===== config.mk =====
export PLATFORM = sky130hd
export DESIGN_NAME = out_card
export DESIGN_NICKNAME = d
export VERILOG_FILES = /design/src/pkg/out_card_pkg.sv /design/src/verilog/out_card.sv
export SDC_FILE = /design/constraint.sdc
export NUM_CORES = 1
export LEC_CHECK = 0
export BUFFER_PORTS_ARGS = -buffer_cell sky130_fd_sc_hd__buf_4
export CAP_MARGIN = 15
export CORE_MARGIN = 5
export CORE_UTILIZATION = 50
export DETAILED_ROUTE_END_ITERATION = 6
export PLACE_DENSITY_LB_ADDON = 0.2
export SLEW_MARGIN = 20
export SYNTH_ARGS = -nofsm -noshare
export SYNTH_HDL_FRONTEND = slang
export SYNTH_SLANG_ARGS = --single-unit

===== constraint.sdc =====
create_clock -name REF_CLK_IN -period 4.3 [get_ports REF_CLK_IN]
set_clock_uncertainty 0.2 [all_clocks]
set_input_delay 0.645 -clock REF_CLK_IN [delete_from_list [all_inputs] [get_ports REF_CLK_IN]]
set_output_delay 0.645 -clock REF_CLK_IN [all_outputs]
set_load 0.02 [all_outputs]

===== src/pkg/out_card_pkg.sv =====
// Constants and types for the twelve-bit gated parallel output card
package out_card_pkg;
  localparam int          ADDR_W         = 8;
  localparam int          DATA_W         = 32;
  localparam int          LINES          = 12;
  localparam int          SLOT_W         = 4;
  localparam int          EN_W           = 3;
  localparam int          CFG_W          = 7;
  localparam int          CNT_W          = 4;
  // Register byte offsets
  localparam logic [7:0]  OFS_CONTROL    = 8'h00;
  localparam logic [7:0]  OFS_DATA       = 8'h04;
  localparam logic [7:0]  OFS_CONFIG     = 8'h08;
  localparam logic [7:0]  OFS_STATUS     = 8'h0C;
  localparam logic [7:0]  OFS_INT_STATUS = 8'h10;
  localparam logic [7:0]  OFS_INT_MASK   = 8'h14;
  // Control word enable bits
  localparam int          SYE_BIT        = 0;
  localparam int          DTE_BIT        = 1;
  localparam int          TME_BIT        = 2;
  // Data word slot field
  localparam int          DATA_SLOT_LSB  = 16;
  // Configuration fields
  localparam int          CFG_SLOT_LSB   = 0;
  localparam int          CFG_INVERT_BIT = 4;
  localparam int          CFG_OC_BIT     = 5;
  localparam int          CFG_IEEE_BIT   = 6;
  // Status fields
  localparam int          STAT_GATE_BIT  = 0;
  localparam int          STAT_PEND_BIT  = 1;
  localparam int          STAT_FLAG_BIT  = 2;
  localparam int          STAT_SRQ_BIT   = 3;
  localparam int          STAT_LINE_LSB  = 4;
  localparam int          INT_DONE_BIT   = 0;
  // Reset values
  localparam logic [31:0] WORD_RESET     = 32'h0000_0000;
  localparam logic [11:0] LINES_ONES     = 12'hFFF;
  localparam logic [1:0]  RESP_OKAY      = 2'h0;
  localparam logic [1:0]  RESP_SLVERR    = 2'h2;
  // Automatic-mode gate width
  localparam int          GATE_TIME_NS   = 100;
  localparam int          CLK_PERIOD_NS  = 20;
  localparam int          GATE_CYCLES    =
    (GATE_TIME_NS + CLK_PERIOD_NS - 1) / CLK_PERIOD_NS;
  typedef enum logic [1:0] {ST_IDLE, ST_LOADED, ST_GATE} card_state_e;
endpackage


===== src/verilog/out_card.sv =====
// Twelve-bit gated parallel output card with AXI4-Lite register access
//
// Summary of operation
// - Twelve output bits, each holding the last value written to it.
// - Transfers use a gate strobe out, acknowledged by a flag coming back.
// - Timing mode off: transfer finishes alone, no acknowledge awaited.
// - Timing mode on: completion flag held, trailing edge returned at finish.
// - In IEEE-488 link mode a timing-mode completion raises service request.
// - Completion flag line driven only while transfer enable is set.
// - Addressed data word reaches output lines at once while system enable is set, even without transfer enable.
// - Gate withheld until a control word with transfer enable arrives.
// - Timing mode: flag pending while flag input idle, done after pulse.
// - Standard: set bit drives low; inverted option: set bit drives high.
// - Open-collector variant: twelve latched open-collector outputs.
// - Open-collector variant ignores the system enable bit.
// - Standard open collector: set bit turns on; inverted: set bit off.
`timescale 1ns/1ps
`default_nettype none
module out_card (
  input  wire logic        REF_CLK_IN,
  input  wire logic        RESET_N_IN,
  input  wire logic        AWVALID_IN,
  output logic             AWREADY_OUT,
  input  wire logic [7:0]  AWADDR_IN,
  input  wire logic        WVALID_IN,
  output logic             WREADY_OUT,
  input  wire logic [31:0] WDATA_IN,
  input  wire logic [3:0]  WSTRB_IN,
  output logic             BVALID_OUT,
  input  wire logic        BREADY_IN,
  output logic [1:0]       BRESP_OUT,
  input  wire logic        ARVALID_IN,
  output logic             ARREADY_OUT,
  input  wire logic [7:0]  ARADDR_IN,
  output logic             RVALID_OUT,
  input  wire logic        RREADY_IN,
  output logic [31:0]      RDATA_OUT,
  output logic [1:0]       RRESP_OUT,
  output logic [11:0]      DATA_LINE_OUT,
  input  wire logic [11:0] OC_LINE_IN,
  output logic [11:0]      OC_LINE_OUT,
  output logic [11:0]      OC_LINE_OE_N_OUT,
  output logic             GATE_OUT,
  input  wire logic        FLAG_IN,
  output logic             TRANSFER_COMPLETE_FLAG_OUT,
  output logic             TRANSFER_COMPLETE_FLAG_OE_N_OUT,
  output logic             SERVICE_REQUEST_OUT,
  output logic             IRQ_OUT
);
  function automatic logic mapped(input logic [7:0] a);
    if (a == out_card_pkg::OFS_CONTROL) begin
      return 1'b1;
    end else if (a == out_card_pkg::OFS_DATA) begin
      return 1'b1;
    end else if (a == out_card_pkg::OFS_CONFIG) begin
      return 1'b1;
    end else if (a == out_card_pkg::OFS_STATUS) begin
      return 1'b1;
    end else if (a == out_card_pkg::OFS_INT_STATUS) begin
      return 1'b1;
    end else if (a == out_card_pkg::OFS_INT_MASK) begin
      return 1'b1;
    end else begin
      return 1'b0;
    end
  endfunction

  function automatic logic [31:0] merge(input logic [31:0] old_w,
                                        input logic [31:0] new_w,
                                        input logic [3:0]  strb);
    logic [31:0] r;
    r = old_w;
    for (int i = 0; i < 4; i++) begin
      if (strb[i]) begin
        r[i*8 +: 8] = new_w[i*8 +: 8];
      end
    end
    return r;
  endfunction

  // Bus state
  logic        aw_full, next_aw_full;
  logic [7:0]  aw_addr, next_aw_addr;
  logic        w_full, next_w_full;
  logic [31:0] w_data, next_w_data;
  logic [3:0]  w_strb, next_w_strb;
  logic        awready, next_awready;
  logic        wready, next_wready;
  logic        bvalid, next_bvalid;
  logic [1:0]  bresp, next_bresp;
  logic        arready, next_arready;
  logic        rvalid, next_rvalid;
  logic [31:0] rdata, next_rdata;
  logic [1:0]  rresp, next_rresp;
  // Card state
  out_card_pkg::card_state_e state, next_state;
  logic [3:0]  cnt, next_cnt;
  logic [2:0]  en, next_en;
  logic [11:0] data_word, next_data_word;
  logic [6:0]  cfg, next_cfg;
  logic        int_status, next_int_status;
  logic        int_mask, next_int_mask;
  logic        srq, next_srq;
  logic        transfer_complete_flag, next_ctf;
  logic        ctf_oe_n, next_ctf_oe_n;
  logic        gate, next_gate;
  logic [11:0] lines, next_lines;
  logic [11:0] oc_oe_n, next_oc_oe_n;
  logic [11:0] oc_out;
  logic        irq, next_irq;
  // Write decode
  logic        wr_fire, ctl_wr, data_wr, done_evt;
  logic [31:0] wv, status_w;

  assign wr_fire = aw_full && w_full && !bvalid;
  assign wv      = merge(out_card_pkg::WORD_RESET, w_data, w_strb);
  assign ctl_wr  = wr_fire && aw_addr == out_card_pkg::OFS_CONTROL;
  assign data_wr = wr_fire && aw_addr == out_card_pkg::OFS_DATA &&
    wv[out_card_pkg::DATA_SLOT_LSB +: out_card_pkg::SLOT_W] ==
    cfg[out_card_pkg::CFG_SLOT_LSB +: out_card_pkg::SLOT_W];
  assign status_w = {16'h0000, OC_LINE_IN, srq, FLAG_IN, transfer_complete_flag, gate};

  always_comb begin
    next_aw_full = aw_full;
    next_aw_addr = aw_addr;
    next_w_full  = w_full;
    next_w_data  = w_data;
    next_w_strb  = w_strb;
    next_bvalid  = bvalid;
    next_bresp   = bresp;
    next_rvalid  = rvalid;
    next_rdata   = rdata;
    next_rresp   = rresp;
    // Address and data are taken in either order
    if (AWVALID_IN && awready) begin
      next_aw_full = 1'b1;
      next_aw_addr = AWADDR_IN;
    end
    if (WVALID_IN && wready) begin
      next_w_full = 1'b1;
      next_w_data = WDATA_IN;
      next_w_strb = WSTRB_IN;
    end
    if (wr_fire) begin
      next_aw_full = 1'b0;
      next_w_full  = 1'b0;
      next_bvalid  = 1'b1;
      next_bresp   = mapped(aw_addr) ? out_card_pkg::RESP_OKAY :
                                       out_card_pkg::RESP_SLVERR;
    end else if (bvalid && BREADY_IN) begin
      next_bvalid = 1'b0;
    end
    if (ARVALID_IN && arready) begin
      next_rvalid = 1'b1;
      next_rresp  = mapped(ARADDR_IN) ? out_card_pkg::RESP_OKAY :
                                        out_card_pkg::RESP_SLVERR;
      if (ARADDR_IN == out_card_pkg::OFS_CONTROL) begin
        next_rdata = {29'h0000_0000, en};
      end else if (ARADDR_IN == out_card_pkg::OFS_DATA) begin
        next_rdata = {20'h0_0000, data_word};
      end else if (ARADDR_IN == out_card_pkg::OFS_CONFIG) begin
        next_rdata = {25'h000_0000, cfg};
      end else if (ARADDR_IN == out_card_pkg::OFS_STATUS) begin
        next_rdata = status_w;
      end else if (ARADDR_IN == out_card_pkg::OFS_INT_STATUS) begin
        next_rdata = {31'h0000_0000, int_status};
      end else if (ARADDR_IN == out_card_pkg::OFS_INT_MASK) begin
        next_rdata = {31'h0000_0000, int_mask};
      end else begin
        next_rdata = out_card_pkg::WORD_RESET;
      end
    end else if (rvalid && RREADY_IN) begin
      next_rvalid = 1'b0;
    end
    next_awready = !next_aw_full && !next_bvalid;
    next_wready  = !next_w_full && !next_bvalid;
    next_arready = !next_rvalid;
  end

  always_ff @(posedge REF_CLK_IN or negedge RESET_N_IN) begin
    if (!RESET_N_IN) begin
      aw_full <= 1'b0;
      aw_addr <= 8'h00;
      w_full  <= 1'b0;
      w_data  <= out_card_pkg::WORD_RESET;
      w_strb  <= 4'h0;
      awready <= 1'b0;
      wready  <= 1'b0;
      bvalid  <= 1'b0;
      bresp   <= out_card_pkg::RESP_OKAY;
      arready <= 1'b0;
      rvalid  <= 1'b0;
      rdata   <= out_card_pkg::WORD_RESET;
      rresp   <= out_card_pkg::RESP_OKAY;
    end else begin
      aw_full <= next_aw_full;
      aw_addr <= next_aw_addr;
      w_full  <= next_w_full;
      w_data  <= next_w_data;
      w_strb  <= next_w_strb;
      awready <= next_awready;
      wready  <= next_wready;
      bvalid  <= next_bvalid;
      bresp   <= next_bresp;
      arready <= next_arready;
      rvalid  <= next_rvalid;
      rdata   <= next_rdata;
      rresp   <= next_rresp;
    end
  end

  always_comb begin
    next_state      = state;
    next_cnt        = cnt;
    next_en         = en;
    next_data_word  = data_word;
    next_cfg        = cfg;
    next_int_status = int_status;
    next_int_mask   = int_mask;
    next_srq        = srq;
    done_evt        = 1'b0;
    if (state == out_card_pkg::ST_GATE) begin
      if (en[out_card_pkg::TME_BIT]) begin
        if (FLAG_IN) begin
          next_state = out_card_pkg::ST_IDLE;
          done_evt   = 1'b1;
        end
      end else if (cnt == 4'(out_card_pkg::GATE_CYCLES - 1)) begin
        next_state = out_card_pkg::ST_IDLE;
      end else begin
        next_cnt = cnt + 4'h1;
      end
    end
    if (ctl_wr) begin
      next_en = wv[out_card_pkg::EN_W-1:0];
      if (!wv[out_card_pkg::TME_BIT]) begin
        next_srq = 1'b0;
      end
      if (state == out_card_pkg::ST_LOADED &&
          wv[out_card_pkg::DTE_BIT]) begin
        next_state = out_card_pkg::ST_GATE;
        next_cnt   = 4'h0;
      end
    end
    if (data_wr) begin
      next_data_word = wv[out_card_pkg::LINES-1:0];
      next_cnt       = 4'h0;
      next_state     = en[out_card_pkg::DTE_BIT] ?
                       out_card_pkg::ST_GATE : out_card_pkg::ST_LOADED;
    end
    if (wr_fire && aw_addr == out_card_pkg::OFS_CONFIG) begin
      next_cfg = wv[out_card_pkg::CFG_W-1:0];
    end
    if (wr_fire && aw_addr == out_card_pkg::OFS_INT_MASK) begin
      next_int_mask = wv[out_card_pkg::INT_DONE_BIT];
    end
    // Clear first so a completion in the same cycle is kept
    if (wr_fire && aw_addr == out_card_pkg::OFS_INT_STATUS &&
        wv[out_card_pkg::INT_DONE_BIT]) begin
      next_int_status = 1'b0;
    end
    if (done_evt) begin
      next_int_status = 1'b1;
      if (cfg[out_card_pkg::CFG_IEEE_BIT]) begin
        next_srq = 1'b1;
      end
    end
    next_gate     = next_state == out_card_pkg::ST_GATE;
    next_ctf      = next_gate && next_en[out_card_pkg::TME_BIT];
    next_ctf_oe_n = !next_en[out_card_pkg::DTE_BIT];
    // Disabled lines rest at the level of a cleared bit
    if (!next_en[out_card_pkg::SYE_BIT]) begin
      next_lines = next_cfg[out_card_pkg::CFG_INVERT_BIT] ?
                   12'h000 : out_card_pkg::LINES_ONES;
    end else if (next_cfg[out_card_pkg::CFG_INVERT_BIT]) begin
      next_lines = next_data_word;
    end else begin
      next_lines = ~next_data_word;
    end
    // Open collector ignores the system enable
    if (!next_cfg[out_card_pkg::CFG_OC_BIT]) begin
      next_oc_oe_n = out_card_pkg::LINES_ONES;
    end else if (next_cfg[out_card_pkg::CFG_INVERT_BIT]) begin
      next_oc_oe_n = next_data_word;
    end else begin
      next_oc_oe_n = ~next_data_word;
    end
    next_irq = next_int_status && next_int_mask;
  end

  always_ff @(posedge REF_CLK_IN or negedge RESET_N_IN) begin
    if (!RESET_N_IN) begin
      state      <= out_card_pkg::ST_IDLE;
      cnt        <= 4'h0;
      en         <= 3'h0;
      data_word  <= 12'h000;
      cfg        <= 7'h00;
      int_status <= 1'b0;
      int_mask   <= 1'b0;
      srq        <= 1'b0;
      transfer_complete_flag        <= 1'b0;
      ctf_oe_n   <= 1'b1;
      gate       <= 1'b0;
      lines      <= out_card_pkg::LINES_ONES;
      oc_oe_n    <= out_card_pkg::LINES_ONES;
      oc_out     <= 12'h000;
      irq        <= 1'b0;
    end else begin
      state      <= next_state;
      cnt        <= next_cnt;
      en         <= next_en;
      data_word  <= next_data_word;
      cfg        <= next_cfg;
      int_status <= next_int_status;
      int_mask   <= next_int_mask;
      srq        <= next_srq;
      transfer_complete_flag        <= next_ctf;
      ctf_oe_n   <= next_ctf_oe_n;
      gate       <= next_gate;
      lines      <= next_lines;
      oc_oe_n    <= next_oc_oe_n;
      oc_out     <= 12'h000;
      irq        <= next_irq;
    end
  end

  assign AWREADY_OUT = awready;
  assign WREADY_OUT  = wready;
  assign BVALID_OUT  = bvalid;
  assign BRESP_OUT   = bresp;
  assign ARREADY_OUT = arready;
  assign RVALID_OUT  = rvalid;
  assign RDATA_OUT   = rdata;
  assign RRESP_OUT   = rresp;
  assign DATA_LINE_OUT    = lines;
  assign OC_LINE_OUT      = oc_out;
  assign OC_LINE_OE_N_OUT = oc_oe_n;
  assign GATE_OUT         = gate;
  assign TRANSFER_COMPLETE_FLAG_OUT      = transfer_complete_flag;
  assign TRANSFER_COMPLETE_FLAG_OE_N_OUT = ctf_oe_n;
  assign SERVICE_REQUEST_OUT             = srq;
  assign IRQ_OUT                         = irq;
endmodule
`default_nettype wire


==> impl_metrics.ini <==
[run_status]
status = finished, final reports clean

[sta]
relSlewSlack = 0.246
setup_tns_ns = 0
final_max_slew_viol_count = 0
setup_viol = 0
min_period_over_period = 0.708
holdWs_ns = 0.208
max_freq_ghz = 0.328
min_period_ns = 3.04
worst_pin_slew_ns = 1.13
hold_viol = 0
grt_setup_unrepaired = no

[worst_setup_path]
worstSetupStartpointType = flop
r2r-start = aw_addr[4]
path_class = flop to flop
crit_start = aw_addr[4]
crit_fanout = 20
crit_required_ns = 4.40
reg2regPathDepth = 7
reg2reg_slack_ns = 1.26
r2r_end = OC_LINE_OE_N_OUT[11]
cp-end-kind = flop
critPathArrivalTime_ns = 3.14

[routing]
first_iter_violations = 189
routedLengthMet1_um = 5510
vias = 3796
wirelength_um = 12000
wl_met2_um = 5400
highest-signal-layer = met4
viasPerCell = 5.51
drt_first_pass_iters = 4
route.detailed.drc = 0
final_antenna_net_count = 0
detail_route.wl_per_cell_um = 17.4
wl_met3_um = 894

[place]
hpwl_um = 8850
place_congestion = 0.796
dpl_cell_area_um2 = 6080
port_buffers = 106

[logic_synthesis]
synth_sequential_area_ratio = 0.529
yosys_warnings = 0
synth_flop_cell = dfrtp_1
synth_edf_count = 0
ys_seq_elements = 111
ys_types = 64
syn_area_um2 = 5310
async_flop_share = 1.00
avgSynthCellArea_um2 = 11.8
postSynthCellCount = 450

[clock_network]
cts.path.max_buffers = 2
cts_hold_buf = 0
cts_resized = 0
cts_root_buf = clkbuf_8
path_clk_slew_ns = 0.09
cts_num_sinks = 111
cts_setup_buffers = 0
htree_levels = 3
cts_buffers = 9
worstSkewPairLatency_ns = 0.38
cts_tree = yes

[finish]
final_common_cell = buf_4
mostFrequentLayoutCells = buf_4, dfrtp_1, mux2_2
area_growth_pct = 18.3
final_layout_size_suffix_gt1_frac = 0.385
final_cell_area_um2 = 6290
antennaDiodeCount = 0
finish.net_count = 622

[floorplan]
dieArea_um2 = 12800
fp-row-count = 37
initial_core_util = 0.515
die_w_um = 113
dieHeight_um = 113
coreArea_um2 = 10300
ioPinCount = 154

[pwr]
ir_drop_mv = 0.340
power-per-cell-area_nw_per_um2 = 451
p_leak_nw = 2.88

[worst_hold_path]
hold_class = input port to asynchronous set/reset pin

[grt]
grt_overflow = 0
grt_pass1_wl_um = 19300
track_usage = 0.190
grt_pass1_vias = 3738
antenna_found_initial = 0
grt_max_degree = 75

[flow_run]
drv_cap = 0
flip-flops by register name, indices dropped and copies added, names as in the netlist, 3 cells and up:
register	count
w_strb	3
OC_LINE_OE_N_OUT	12
cnt	4
cfg	7
w_data	16
aw_addr	8
RDATA_OUT	16
data_word	12
DATA_LINE_OUT	12
en	3
final cells by class:
cell class / count / area [um2]
tap: 136 / 170
multi-input combinational: 303 / 2220
clock buffer: 10 / 128
timing repair buffer: 111 / 833
fill: 846 / 4040
sequential: 111 / 2810
inverter: 12 / 45.0
clock inverter: 6 / 85.1
cell families (layout without fill, tap and decap cells):
group / after synthesis / count (layout) / synth area share
compound gates: 80 / 80 / 0.118
xor+xnor: 1 / 1 / 0.00165
fa+ha+maj: 2 / 2 / 0.00471
buf+inv: 65 / 139 / 0.0744
flops: 111 / 111 / 0.529
mux: 64 / 64 / 0.138
other cells: 1 / 30 / 0.000706
simple gates: 126 / 126 / 0.133
how the worst max path moves through the flow:
stage | to | depth (start not counted) | slack (ns)
6_report | OC_LINE_OE_N_OUT[11] | 7 | 1.26
2_1_floorplan | DATA_LINE_OUT[1] | 6 | 1.80
3_3_place_gp | DATA_LINE_OUT[5] | 5 | 1.30
4_1_cts | DATA_LINE_OUT[1] | 5 | 1.27
3_5_place_dp | DATA_LINE_OUT[5] | 5 | 1.29
5_1_grt | OC_LINE_OE_N_OUT[9] | 7 | 1.08
routing by layer:
| layer | GRT usage | up-vias |
|---|---|---|
| met5 | 0 | - |
| met4 | 0.0721 | 0 |
| met3 | 0.0348 | 14 |
| met2 | 0.284 | 135 |
| met1 | 0.278 | 1876 |
| li1 | - | 1771 |
power by group:
part | switching [W] | internal (W) | total [W]
Combinational | 0.000373 | 0.000356 | 0.000729
Sequential | 0.000195 | 0.00124 | 0.00144
Clock | 0.000347 | 0.000326 | 0.000673
synth_stat cells, types with 5 or more instances:
master    number  area share
dfrtp_1       86        0.40
mux2_2        43       0.091
buf_4         31       0.044
nand2_1       29       0.020
dfstp_2       25        0.12
nor3_1        18       0.017
mux2i_1       17       0.032
nor2_1        17       0.012
o21ai_0       14       0.013
and2_1        13       0.015
a221o_1       12       0.023
clkbuf_1      12      0.0085
inv_1         12      0.0085
a21oi_1       10      0.0094
a21o_1         7      0.0099
nor4_1         6      0.0071
and4b_1        5      0.0094
o31ai_1        5      0.0071
per-stage QoR:
step,utilization,std cells,power (W),setup slack [ns]
global route,0.609,689,0.00302,1.08
global placement,0.589,673,0.00214,1.30
CTS,0.609,689,0.00286,1.27
finish,0.609,689,0.00284,1.26
floorplan,-,479,0.00195,1.80
detailed placement,0.589,673,0.00219,1.29
worst max-delay path, cell delays in order (launching register included):
cell and delay (ns):
dfrtp_1 0.45, or4_4 0.60, nor2_1 0.15, o2111a_1 0.73, buf_4 0.31, mux2i_1 0.26, inv_1 0.10, mux2i_1 0.15
(Power assumes the default switching activity.)
